--- config.mk ---
export PLATFORM = sky130hd
export DESIGN_NAME = sms_card_core
export DESIGN_NICKNAME = d
export VERILOG_FILES = /design/src/hw/sms_pkg.sv /design/src/hw/sms_pin_if.sv /design/src/hw/sms_card_core.sv /design/src/hw/sms_pin_check.sv
export SDC_FILE = /design/constraint.sdc
export NUM_CORES = 1
export LEC_CHECK = 0
export BUFFER_PORTS_ARGS = -buffer_cell sky130_fd_sc_hd__buf_4
export CAP_MARGIN = 20
export CORE_MARGIN = 1.5
export CORE_UTILIZATION = 58
export DETAILED_ROUTE_END_ITERATION = 10
export PLACE_DENSITY = 0.73
export SLEW_MARGIN = 20
export SYNTH_ARGS = -nofsm -noshare
export SYNTH_HDL_FRONTEND = slang
export SYNTH_SLANG_ARGS = --single-unit
--- constraint.sdc ---
create_clock -name clk_i -period 3.6 [get_ports clk_i]
set_input_delay 0.18 -clock clk_i [delete_from_list [all_inputs] [get_ports clk_i]]
set_output_delay 0.18 -clock clk_i [all_outputs]
set_load 0.01 [all_outputs]
--- src/hw/sms_pkg.sv ---
// shared constants for the subscriber card command interpreter
`default_nettype none
package sms_pkg;
  // ---------------------------------------------------------------
  // register byte offsets
  // ---------------------------------------------------------------
  localparam logic [7:0] REG_CMD = 8'h00;
  localparam logic [7:0] REG_ARG = 8'h04;
  localparam logic [7:0] REG_WDATA = 8'h08;
  localparam logic [7:0] REG_RDATA = 8'h0c;
  localparam logic [7:0] REG_STATUS = 8'h10;
  localparam logic [7:0] REG_ACCESS = 8'h14;
  // ---------------------------------------------------------------
  // command opcodes
  // ---------------------------------------------------------------
  typedef enum logic [2:0] {
    OP_CLOSE = 3'h0,
    OP_SELECT = 3'h1,
    OP_READ = 3'h2,
    OP_UPDATE = 3'h3,
    OP_INVAL = 3'h4,
    OP_VERIFY = 3'h5,
    OP_STATUS = 3'h6,
    OP_OPEN = 3'h7
  } sms_op_t;
  // ---------------------------------------------------------------
  // file identifiers and status words
  // ---------------------------------------------------------------
  localparam logic [15:0] DIR_APP_ID = 16'h7f90;
  localparam logic [15:0] DIR_MF_ID = 16'h3f00;
  localparam logic [7:0] EF_ID_HI = 8'h6f;
  localparam logic [15:0] SW_OK = 16'h9000;
  localparam logic [15:0] SW_NO_EF = 16'h9400;
  localparam logic [15:0] SW_NOT_FOUND = 16'h6a82;
  localparam logic [15:0] SW_DENIED = 16'h9804;
  localparam logic [15:0] SW_BLOCKED = 16'h9840;
  localparam logic [15:0] SW_INVALID = 16'h9808;
  localparam logic [15:0] SW_BAD_OFF = 16'h6b00;
  // ---------------------------------------------------------------
  // reset values
  // ---------------------------------------------------------------
  localparam logic [15:0] SW_RESET = 16'h0000;
  localparam logic [1:0] PIN_TRIES = 2'h3;
endpackage : sms_pkg
`default_nettype wire
--- src/hw/sms_pin_if.sv ---
// link between the command core and the pin checker
`default_nettype none
interface sms_pin_if;
  logic verify;
  logic [15:0] presented;
  logic session_end;
  logic match;
  logic granted;
  logic blocked;
  modport core (output verify, output presented, output session_end,
                input match, input granted, input blocked);
  modport pin (input verify, input presented, input session_end,
               output match, output granted, output blocked);
endinterface : sms_pin_if
`default_nettype wire

--- src/hw/sms_card_core.sv ---
// subscriber card command interpreter with wishbone register access
//
// Chosen here: the register offsets and register access over Wishbone.
`default_nettype none
module sms_card_core #(
  parameter int NUM_FILES = 4,
  parameter int FILE_BYTES = 16,
  parameter logic [15:0] PIN_VALUE = 16'h1234
) (
  // clock and reset
  input wire logic clk_i,
  input wire logic rst_i,
  // wishbone slave
  input wire logic wb_cyc_i,
  input wire logic wb_stb_i,
  input wire logic wb_we_i,
  input wire logic [7:0] wb_adr_i,
  input wire logic [3:0] wb_sel_i,
  input wire logic [31:0] wb_dat_i,
  output logic [31:0] wb_dat_o,
  output logic wb_ack_o,
  // link and state
  input wire logic link_lost_i,
  output logic session_open_o,
  output logic pin_blocked_o
);
  localparam int FW = (NUM_FILES > 1) ? $clog2(NUM_FILES) : 1;
  localparam int OW = (FILE_BYTES > 1) ? $clog2(FILE_BYTES) : 1;
  localparam logic [7:0] NF8 = 8'(NUM_FILES);
  localparam logic [7:0] FB8 = 8'(FILE_BYTES);

  sms_pin_if pin ();

  logic ack_q;
  logic [2:0] last_op_q;
  logic [15:0] arg_q;
  logic [7:0] wdata_q;
  logic [15:0] rdata_q;
  logic [15:0] sw_q;
  logic [15:0] sw_d;
  logic [NUM_FILES-1:0] free_read_q;
  logic [NUM_FILES-1:0] inval_q;
  logic [FW-1:0] ef_q;
  logic ef_valid_q;
  logic dir_app_q;
  logic session_q;
  logic [7:0] mem [NUM_FILES][FILE_BYTES];
  logic req;
  logic wr;
  logic cmd_go;
  sms_pkg::sms_op_t op;
  logic [OW-1:0] off;
  logic ef_usable;
  logic rd_ok;
  logic upd_ok;
  logic inv_ok;

  // ---------------------------------------------------------------
  // bus slave
  // ---------------------------------------------------------------
  // one wait state: every request is answered on the second edge
  assign req = wb_cyc_i && wb_stb_i && !ack_q;
  assign wr = req && wb_we_i;
  assign cmd_go = wr && (wb_adr_i == sms_pkg::REG_CMD) && wb_sel_i[0];
  assign op = sms_pkg::sms_op_t'(wb_dat_i[2:0]);
  assign off = arg_q[OW-1:0];
  assign wb_ack_o = ack_q;
  assign session_open_o = session_q;
  assign pin_blocked_o = pin.blocked;

  always_ff @(posedge clk_i) begin
    if (rst_i) begin
      ack_q <= 1'b0;
    end else begin
      ack_q <= req;
    end
  end

  always_ff @(posedge clk_i) begin
    if (rst_i) begin
      wb_dat_o <= 32'h0000_0000;
    end else if (req && !wb_we_i) begin
      if (wb_adr_i == sms_pkg::REG_CMD) begin
        wb_dat_o <= {29'h0, last_op_q};
      end else if (wb_adr_i == sms_pkg::REG_ARG) begin
        wb_dat_o <= {16'h0, arg_q};
      end else if (wb_adr_i == sms_pkg::REG_WDATA) begin
        wb_dat_o <= {24'h0, wdata_q};
      end else if (wb_adr_i == sms_pkg::REG_RDATA) begin
        wb_dat_o <= {16'h0, rdata_q};
      end else if (wb_adr_i == sms_pkg::REG_STATUS) begin
        wb_dat_o <= {11'h0, inval_q[ef_q] && ef_valid_q, dir_app_q, session_q, pin.blocked, pin.granted, sw_q};
      end else if (wb_adr_i == sms_pkg::REG_ACCESS) begin
        wb_dat_o <= 32'(free_read_q);
      end else begin
        wb_dat_o <= 32'h0000_0000;
      end
    end
  end

  always_ff @(posedge clk_i) begin
    if (rst_i) begin
      arg_q <= 16'h0000;
      wdata_q <= 8'h00;
      free_read_q <= '0;
    end else if (wr) begin
      if (wb_adr_i == sms_pkg::REG_ARG) begin
        if (wb_sel_i[0]) arg_q[7:0] <= wb_dat_i[7:0];
        if (wb_sel_i[1]) arg_q[15:8] <= wb_dat_i[15:8];
      end else if (wb_adr_i == sms_pkg::REG_WDATA && wb_sel_i[0]) begin
        wdata_q <= wb_dat_i[7:0];
      end else if (wb_adr_i == sms_pkg::REG_ACCESS && wb_sel_i[0]) begin
        free_read_q <= wb_dat_i[NUM_FILES-1:0];
      end
    end
  end

  // ---------------------------------------------------------------
  // access decisions
  // ---------------------------------------------------------------
  assign ef_usable = ef_valid_q && !inval_q[ef_q] && (arg_q[7:0] < FB8);
  assign rd_ok = ef_usable && (pin.granted || free_read_q[ef_q]);
  assign upd_ok = ef_usable && pin.granted;
  assign inv_ok = ef_valid_q && pin.granted;

  assign pin.verify = cmd_go && (op == sms_pkg::OP_VERIFY);
  assign pin.presented = arg_q;
  assign pin.session_end = link_lost_i || (cmd_go && op == sms_pkg::OP_CLOSE);

  always_comb begin
    sw_d = sms_pkg::SW_OK;
    case (op)
      sms_pkg::OP_SELECT: begin
        if (arg_q != sms_pkg::DIR_APP_ID && arg_q != sms_pkg::DIR_MF_ID &&
            !(dir_app_q && arg_q[15:8] == sms_pkg::EF_ID_HI && arg_q[7:0] < NF8)) sw_d = sms_pkg::SW_NOT_FOUND;
      end
      sms_pkg::OP_READ, sms_pkg::OP_UPDATE, sms_pkg::OP_INVAL: begin
        if (!ef_valid_q) sw_d = sms_pkg::SW_NO_EF;
        else if (op != sms_pkg::OP_INVAL && inval_q[ef_q]) sw_d = sms_pkg::SW_INVALID;
        else if (op != sms_pkg::OP_INVAL && arg_q[7:0] >= FB8) sw_d = sms_pkg::SW_BAD_OFF;
        else if (op == sms_pkg::OP_READ && !rd_ok) sw_d = sms_pkg::SW_DENIED;
        else if (op == sms_pkg::OP_UPDATE && !upd_ok) sw_d = sms_pkg::SW_DENIED;
        else if (op == sms_pkg::OP_INVAL && !inv_ok) sw_d = sms_pkg::SW_DENIED;
      end
      sms_pkg::OP_VERIFY: begin
        if (pin.blocked) sw_d = sms_pkg::SW_BLOCKED;
        else if (!pin.match) sw_d = sms_pkg::SW_DENIED;
      end
      default: begin
        sw_d = sms_pkg::SW_OK;
      end
    endcase
  end

  // ---------------------------------------------------------------
  // command execution
  // ---------------------------------------------------------------
  always_ff @(posedge clk_i) begin
    if (rst_i) begin
      sw_q <= sms_pkg::SW_RESET;
      last_op_q <= 3'h0;
      rdata_q <= 16'h0000;
    end else if (cmd_go) begin
      sw_q <= sw_d;
      last_op_q <= op;
      if (op == sms_pkg::OP_READ) begin
        rdata_q <= rd_ok ? {8'h00, mem[ef_q][off]} : 16'h0000;
      end else if (op == sms_pkg::OP_STATUS) begin
        rdata_q <= dir_app_q ? sms_pkg::DIR_APP_ID : sms_pkg::DIR_MF_ID;
      end
    end
  end

  always_ff @(posedge clk_i) begin
    if (rst_i) begin
      dir_app_q <= 1'b0;
      ef_valid_q <= 1'b0;
      ef_q <= '0;
    end else if (cmd_go && op == sms_pkg::OP_SELECT) begin
      if (arg_q == sms_pkg::DIR_APP_ID) begin
        dir_app_q <= 1'b1;
        ef_valid_q <= 1'b0;
      end else if (arg_q == sms_pkg::DIR_MF_ID) begin
        dir_app_q <= 1'b0;
        ef_valid_q <= 1'b0;
      end else if (sw_d == sms_pkg::SW_OK) begin
        ef_q <= arg_q[FW-1:0];
        ef_valid_q <= 1'b1;
      end
    end
  end

  // file contents clear at reset, so a refused update never compares unknown bytes;
  // a real card would hold them in nonvolatile store
  always_ff @(posedge clk_i) begin
    if (rst_i) begin
      for (int f = 0; f < NUM_FILES; f++) begin
        for (int b = 0; b < FILE_BYTES; b++) begin
          mem[f][b] <= 8'h00;
        end
      end
    end else if (cmd_go && op == sms_pkg::OP_UPDATE && upd_ok) begin
      mem[ef_q][off] <= wdata_q;
    end
  end

  always_ff @(posedge clk_i) begin
    if (rst_i) begin
      inval_q <= '0;
    end else if (cmd_go && op == sms_pkg::OP_INVAL && inv_ok) begin
      inval_q[ef_q] <= 1'b1;
    end
  end

  // link loss outranks an open in the same cycle
  always_ff @(posedge clk_i) begin
    if (rst_i) begin
      session_q <= 1'b0;
    end else if (pin.session_end) begin
      session_q <= 1'b0;
    end else if (cmd_go && op == sms_pkg::OP_OPEN) begin
      session_q <= 1'b1;
    end
  end

  sms_pin_check #(
    .PIN_VALUE(PIN_VALUE)
  ) u_pin (
    .clk_i(clk_i),
    .rst_i(rst_i),
    .pin(pin)
  );
endmodule : sms_card_core
`default_nettype wire

--- src/hw/sms_pin_check.sv ---
// pin one checker: try counter, block and access right
`default_nettype none
module sms_pin_check #(
  parameter logic [15:0] PIN_VALUE = 16'h1234
) (
  // clock and reset
  input wire logic clk_i,
  input wire logic rst_i,
  // core side
  sms_pin_if.pin pin
);
  logic [1:0] tries_q;
  logic granted_q;

  assign pin.match = (pin.presented == PIN_VALUE);
  assign pin.blocked = (tries_q == 2'h0);
  assign pin.granted = granted_q;

  // only reset or a correct pin restores tries, so a count survives session close
  always_ff @(posedge clk_i) begin
    if (rst_i) begin
      tries_q <= sms_pkg::PIN_TRIES;
    end else if (pin.verify && !pin.blocked) begin
      tries_q <= pin.match ? sms_pkg::PIN_TRIES : tries_q - 2'h1;
    end
  end

  always_ff @(posedge clk_i) begin
    if (rst_i) begin
      granted_q <= 1'b0;
    end else if (pin.session_end) begin
      granted_q <= 1'b0;
    end else if (pin.verify) begin
      granted_q <= pin.match && !pin.blocked;
    end
  end
endmodule : sms_pin_check
`default_nettype wire

==> results of run 1 <==
-- power groups by stage --
stage	logic (mW)	clock network, mW	registers (mW)
global placement	0.470	0	8.00
detailed placement	0.480	0	8.01
CTS	0.500	6.26	7.87
global route	0.539	6.52	7.89
finish	0.506	6.21	7.87
floorplan	0.272	0	7.98
-- metal layers --
metal	GRT usage (%)	vias to the layer above	part of all wire (%)
li1	-	8289	-
met1	41.0	9134	40
met2	46.2	898	47
met3	4.16	162	8.4
met4	11.7	0	4.0
met5	0	-	0
-- critical path, stage by stage (launching register included) --
cell and delay (ns):
dfxtp_1 0.37, mux4_2 0.59, nand2b_4 0.20, nor4_4 0.40, nand3b_2 0.37, o21ai_0 0.72, buf_4 0.27
-- flip-flops by register name (all words and copies together) (netlist names), named ones only --
name and flops:
mem 512, wb_dat_o 21, arg_q 16, rdata_q 10, sw_q 9, wdata_q 8, free_read_q 4, inval_q 4
last_op_q 3, ef_q 2, u_pin.tries_q 2, dir_app_q 1, ef_valid_q 1, session_open_o 1, u_pin.pin.granted 1, wb_ack_o 1
-- worst min path at each step --
stage                                to  slack, ns  depth (start not counted)          from
2_1_floorplan   wdata_q[3]$_SDFFE_PP0P_       0.32                          2   wb_dat_i[3]
3_3_place_gp     arg_q[11]$_SDFFE_PP0P_       0.41                          3  wb_dat_i[11]
3_5_place_dp     arg_q[12]$_SDFFE_PP0P_       0.42                          3  wb_dat_i[12]
4_1_cts        wb_dat_o[6]$_SDFFE_PP0P_       0.03                          5   wb_adr_i[4]
5_1_grt        wb_dat_o[6]$_SDFFE_PP0P_       0.08                          5   wb_adr_i[4]
6_report       wb_dat_o[6]$_SDFFE_PP0P_       0.04                          5   wb_adr_i[4]
-- layout make-up --
class,count,area (um^2)
multi-input cells,1404,9890
clock buffers,75,1580
well taps,615,769
inverters,10,37.5
repair buffers,228,1810
flip-flops and latches,598,17100
fillers,3429,16000
clock inverters,35,335
-- placed cells by master (no fill, tap or decap), drive strengths merged, types with 8 or more instances in the layout --
| master | instances |
|---|---|
| a21oi | 63 |
| nor3 | 141 |
| a22oi | 80 |
| and4 | 8 |
| clkbuf | 75 |
| dlygate4sd3 | 21 |
| inv | 12 |
| dfxtp | 86 |
| buf | 207 |
| mux2i | 161 |
| nor2 | 143 |
| mux4 | 70 |
| o21ai | 89 |
| nand3 | 55 |
| conb | 11 |
| clkinv | 25 |
| edfxtp | 512 |
| nand2 | 83 |
| mux2 | 14 |
| nor2b | 13 |
| and2 | 389 |
-- kinds of logic after synthesis --
kind of cell	after synthesis
compound gates	273
fa+ha+maj	1
buf+inv	206
flops	598
mux	245
other cells	1
simple gates	874
==> impl_metrics.ini, run 1 <==
[drt]
drt-initial-drc-count = 2288
wl_per_cell_um = 24.0
drt-pass1-iter-count = 6
wirelength_um = 71100
drc = 0
via_per_inst = 6.23
ant_nets = 0
vias = 18500

[placed_design]
dp_slack_ns = 0.459
dp_hpwl_um = 46900
place_congestion = 0.930
numPortBuffers = 55
dpl_cell_area_mm2 = 0.0294
dp_cells = 2834

[sta]
hold_viol = 0
drv_slew = 0
worst_slew_pin_slew_ns = 1.13
rsz0062_at_grt = no
holdWs_ns = 0.0406
fmax_ghz = 0.311
max_slew_margin_pct = 24.7
tns_ns = 0
period_share_pct = 89.4
clock_skew_ns = 0.0238
setup_viol = 0
min_period_ns = 3.22
worst_slack_ns = 0.383

[logic_synthesis]
synth_most_common_cell = edfxtp_1
synth_cells = 2198
seq_area_frac_synth_pct = 61.4
syn_avg_cell_area_um2 = 12.7
synth_compound_area_share_pct = 6.03
synth_fa_ha_area_share_pct = 0.0450
yosysWarnings = 0
synth_top_family_by_area = simple AND/OR/NAND/NOR gates
synth_cell_types = 62
synth_edf_count = 512
ys_seq_elements = 598
syn_area_mm2 = 0.0278
synth_simple_gate_area_share_pct = 17.3
synth_commonest_cells = edfxtp_1 (512), and2_1 (388), mux2i_1 (161), nor3_1 (140), clkbuf_1 (131)
synth_ff_type = edfxtp_1
synthMuxAreaShare_pct = 12.0
yosysTopAreaCell = edfxtp_1
yosysTopAreaCellShare_pct = 55.2
synth_xor_area_share_pct = 0
synthTopCellsByArea = edfxtp_1 (55%), and2_1 (8.7%), dfxtp_1 (6.2%), mux2i_1 (5.8%), mux4_2 (5.7%)
async_flop_share_pct = 0

[worst_setup_path]
cp.arrival_ns = 3.56
r2r_end = mem[1][45]$_SDFFCE_PN0P_
critPathKind = flip-flop to flip-flop
end_kind = flip-flop
r2r_start = ef_q[0]$_SDFFE_PP0P_
worstRegToRegCells = 6
crit_path_start = ef_q[0]$_SDFFE_PP0P_
cp.required_ns = 3.94
startpoint_type = flip-flop
r2r_slack_ns = 0.38
critPathCapture = mem[1][45]$_SDFFCE_PN0P_
cp_max_fo = 11

[cells_and_area]
fin_area_mm2 = 0.0315
diodes = 0
stdcell_count = 2965
drive_gt1_share_pct = 17.5
syn_to_final_growth_pct = 13.3
finish.utilization_pct = 66.3
final_nets = 2354

[hold_path]
min_path_type = primary input to flip-flop

[power_and_ir_drop]
clkPwrFrac_pct = 42.6
power_mw = 14.6
swShare_pct = 20.7
p_leak_nw = 10.3
p_sw_mw = 3.02
p_comb_share_pct = 3.5
p_seq_share_pct = 53.9
p_int_mw = 11.6
p_per_area_mw_per_mm2 = 463
ir_drop_mv = 0.345

[grt]
grt_antenna_before_repair = 0
overflow = 0
grt_pass1_wl_um = 108000
grt_max_degree = 75
grt.total_usage_pct = 29.1
grt_pass1_vias = 17900

[floorplanning]
io_pins = 85
start_util_pct = 58.5
die_area_mm2 = 0.0493
fp.dieH_um = 222
coreArea_mm2 = 0.0475
dieWidth_um = 222
rows = 80

[clock_tree]
root_buffer = clkbuf_16
cts.repair.resized = 0
cts_tree = done
cts.clk_slew.worst_paths_ns = 0.06
clockBufferDepth = 3
h-tree-depth = 2
clk_latency_ns = 0.63
cts_setup_buffers = 0
numClockSinks = 598
numCtsBuffers = 61
holdBufCountCts = 21

[run]
drv_cap = 0

[status]
status = complete, no violations
Power figures use the tool's default switching activity.
==> run 2, diff against run 1 <==
--- a/config.mk
+++ b/config.mk
@@ -10,6 +10,7 @@
 export CORE_MARGIN = 1.5
 export CORE_UTILIZATION = 58
 export DETAILED_ROUTE_END_ITERATION = 10
+export MAX_ROUTING_LAYER = met4
 export PLACE_DENSITY = 0.73
 export SLEW_MARGIN = 20
 export SYNTH_ARGS = -nofsm -noshare
==> run 2 against run 1 <==
Compared with the run above: global-route usage rose by 0.64 points; first-iteration DRC count fell by 7.7%; combinational power barely moved; critical endpoint is now mem[3][53]$_SDFFCE_PN0P_; highest routed layer unchanged.
==> impl_metrics.ini, run 2 (same netlist as run 1, synthesis figures left out) <==
[sta]
setup_viol = 0
worst_slew_pin_slew_ns = 1.04
clock_skew_ns = 0.0221
tns_ns = 0
period_share_pct = 88.7
fmax_ghz = 0.313
min_period_ns = 3.19
rsz0062_at_grt = no
drv_slew = 0
max_slew_margin_pct = 30.3
hold_viol = 0

[worst_setup_path]
startpoint_type = flip-flop
critPathKind = flip-flop to flip-flop
cp.required_ns = 3.94
cp.arrival_ns = 3.53
end_kind = flip-flop
cp_max_fo = 40

[cells_and_area]
syn_to_final_growth_pct = 13.6
diodes = 0
largest_reg_flops = 512
final_nets = 2346
largest_registers = mem x512, wb_dat_o x21, arg_q x16
regMostFlops = mem
seqCellArea_mm2 = 0.0171
fillers = 3397
drive_gt1_share_pct = 18.0
multi_input_area_mm2 = 0.00989
final_common_cell = edfxtp_1
final_cell_mix = edfxtp_1 (512), and2_1 (388), buf_4 (194)

[clock_tree]
cts_tree = done
root_buffer = clkbuf_16
clk_latency_ns = 0.64
cts_setup_buffers = 0
h-tree-depth = 2
clockBufferDepth = 3
cts.clk_slew.worst_paths_ns = 0.06
numCtsBuffers = 61
numClockSinks = 598
cts.repair.resized = 0

[power_and_ir_drop]
power_mw = 14.9
p_per_area_mw_per_mm2 = 470
ir_drop_mv = 0.405
p_leak_nw = 10.4

[grt]
grt_pass1_wl_um = 107000
overflow = 0
grt_pass1_vias = 18000
grt_antenna_before_repair = 0
grt.total_usage_pct = 29.8
grt_max_degree = 75

[placed_design]
numPortBuffers = 55
dp_hpwl_um = 46700
place_congestion = 0.942

[drt]
ant_nets = 0
drt-pass1-iter-count = 5
wl_per_cell_um = 23.8
drt-initial-drc-count = 2112
wirelength_um = 70500
vias = 18300
via_per_inst = 6.18
drc = 0

[run]
drv_cap = 0

[floorplanning]
dieWidth_um = 222
die_area_mm2 = 0.0493
io_pins = 85
coreArea_mm2 = 0.0475
start_util_pct = 58.5
rows = 80
fp.dieH_um = 222

[status]
status = complete, no violations

[hold_path]
min_path_type = primary input to flip-flop
[run 2: changes by cell type in the layout (fill, tap and decap cells not counted), sizes merged]
cell / previous run / this run
inv: 12 / 11
clkinvlp: 1 / 5
bufinv: 7 / 8
clkinv: 25 / 29
buf: 207 / 198
dlygate4sd3: 21 / 22
clkbuf: 75 / 73
[run 2: routing by layer]
metal	up-vias	wire, um	GRT usage [%]
li1	8284	-	-
met1	9044	28600	39.5
met2	833	33500	46.6
met3	157	5600	4.32
met4	0	2870	12.2
met5	-	0	-
[run 2: final cells by class]
type                            instances  area share (%)
Clock buffer                           73            5.17
Clock inverter                         43            1.32
Inverter                               10           0.119
Multi-Input combinational cell       1404            31.3
Sequential cell                       598            54.1
Tap cell                              615            2.43
Timing Repair Buffer                  220            5.56
[run 2: timing repair]
action	CTS	global route
endpoints found under the hold margin	37	0
hold buffers	22	0
setup endpoints to repair	0	0
[run 2: power by group]
group          internal (mW)  switching, mW
clock                   3.80           2.68
combinational          0.204          0.303
sequential              7.78         0.0867
total                   11.8           3.07
[run 2: path summary, 6_finish.rpt]
path	start	to	slack, ns	cells after the start
max	ef_q[0]$_SDFFE_PP0P_	mem[3][53]$_SDFFCE_PN0P_	0.41	7
min	wb_adr_i[2]	wb_dat_o[6]$_SDFFE_PP0P_	0.05	4
max reg2reg	ef_q[0]$_SDFFE_PP0P_	mem[3][53]$_SDFFCE_PN0P_	0.41	7
min reg2reg	sw_q[3]$_SDFFE_PP0P_	sw_q[3]$_SDFFE_PP0P_	0.45	2
[run 2: stage by stage]
| step | worst slack (ns) | area, um^2 | utilization [%] | instances | hold WS (ns) |
|---|---|---|---|---|---|
| floorplan | 0.750 | 27900 | - | 2208 | 0.320 |
| global placement | 0.495 | 29300 | 61.7 | 2825 | 0.415 |
| detailed placement | 0.461 | 29300 | 61.7 | 2825 | 0.430 |
| CTS | 0.418 | 31600 | 66.5 | 2963 | 0.00765 |
| global route | 0.236 | 31600 | 66.5 | 2963 | 0.0660 |
| finish | 0.406 | 31600 | 66.5 | 2963 | 0.0478 |
[run 2: worst max-delay path, stage by stage, from the launching register on]
cell	delay [ns]
dfxtp_1	0.35
mux4_2	0.59
nand2b_4	0.19
nor4_4	0.40
nand3b_2	0.38
buf_4	0.41
o21ai_0	0.32
buf_4	0.21
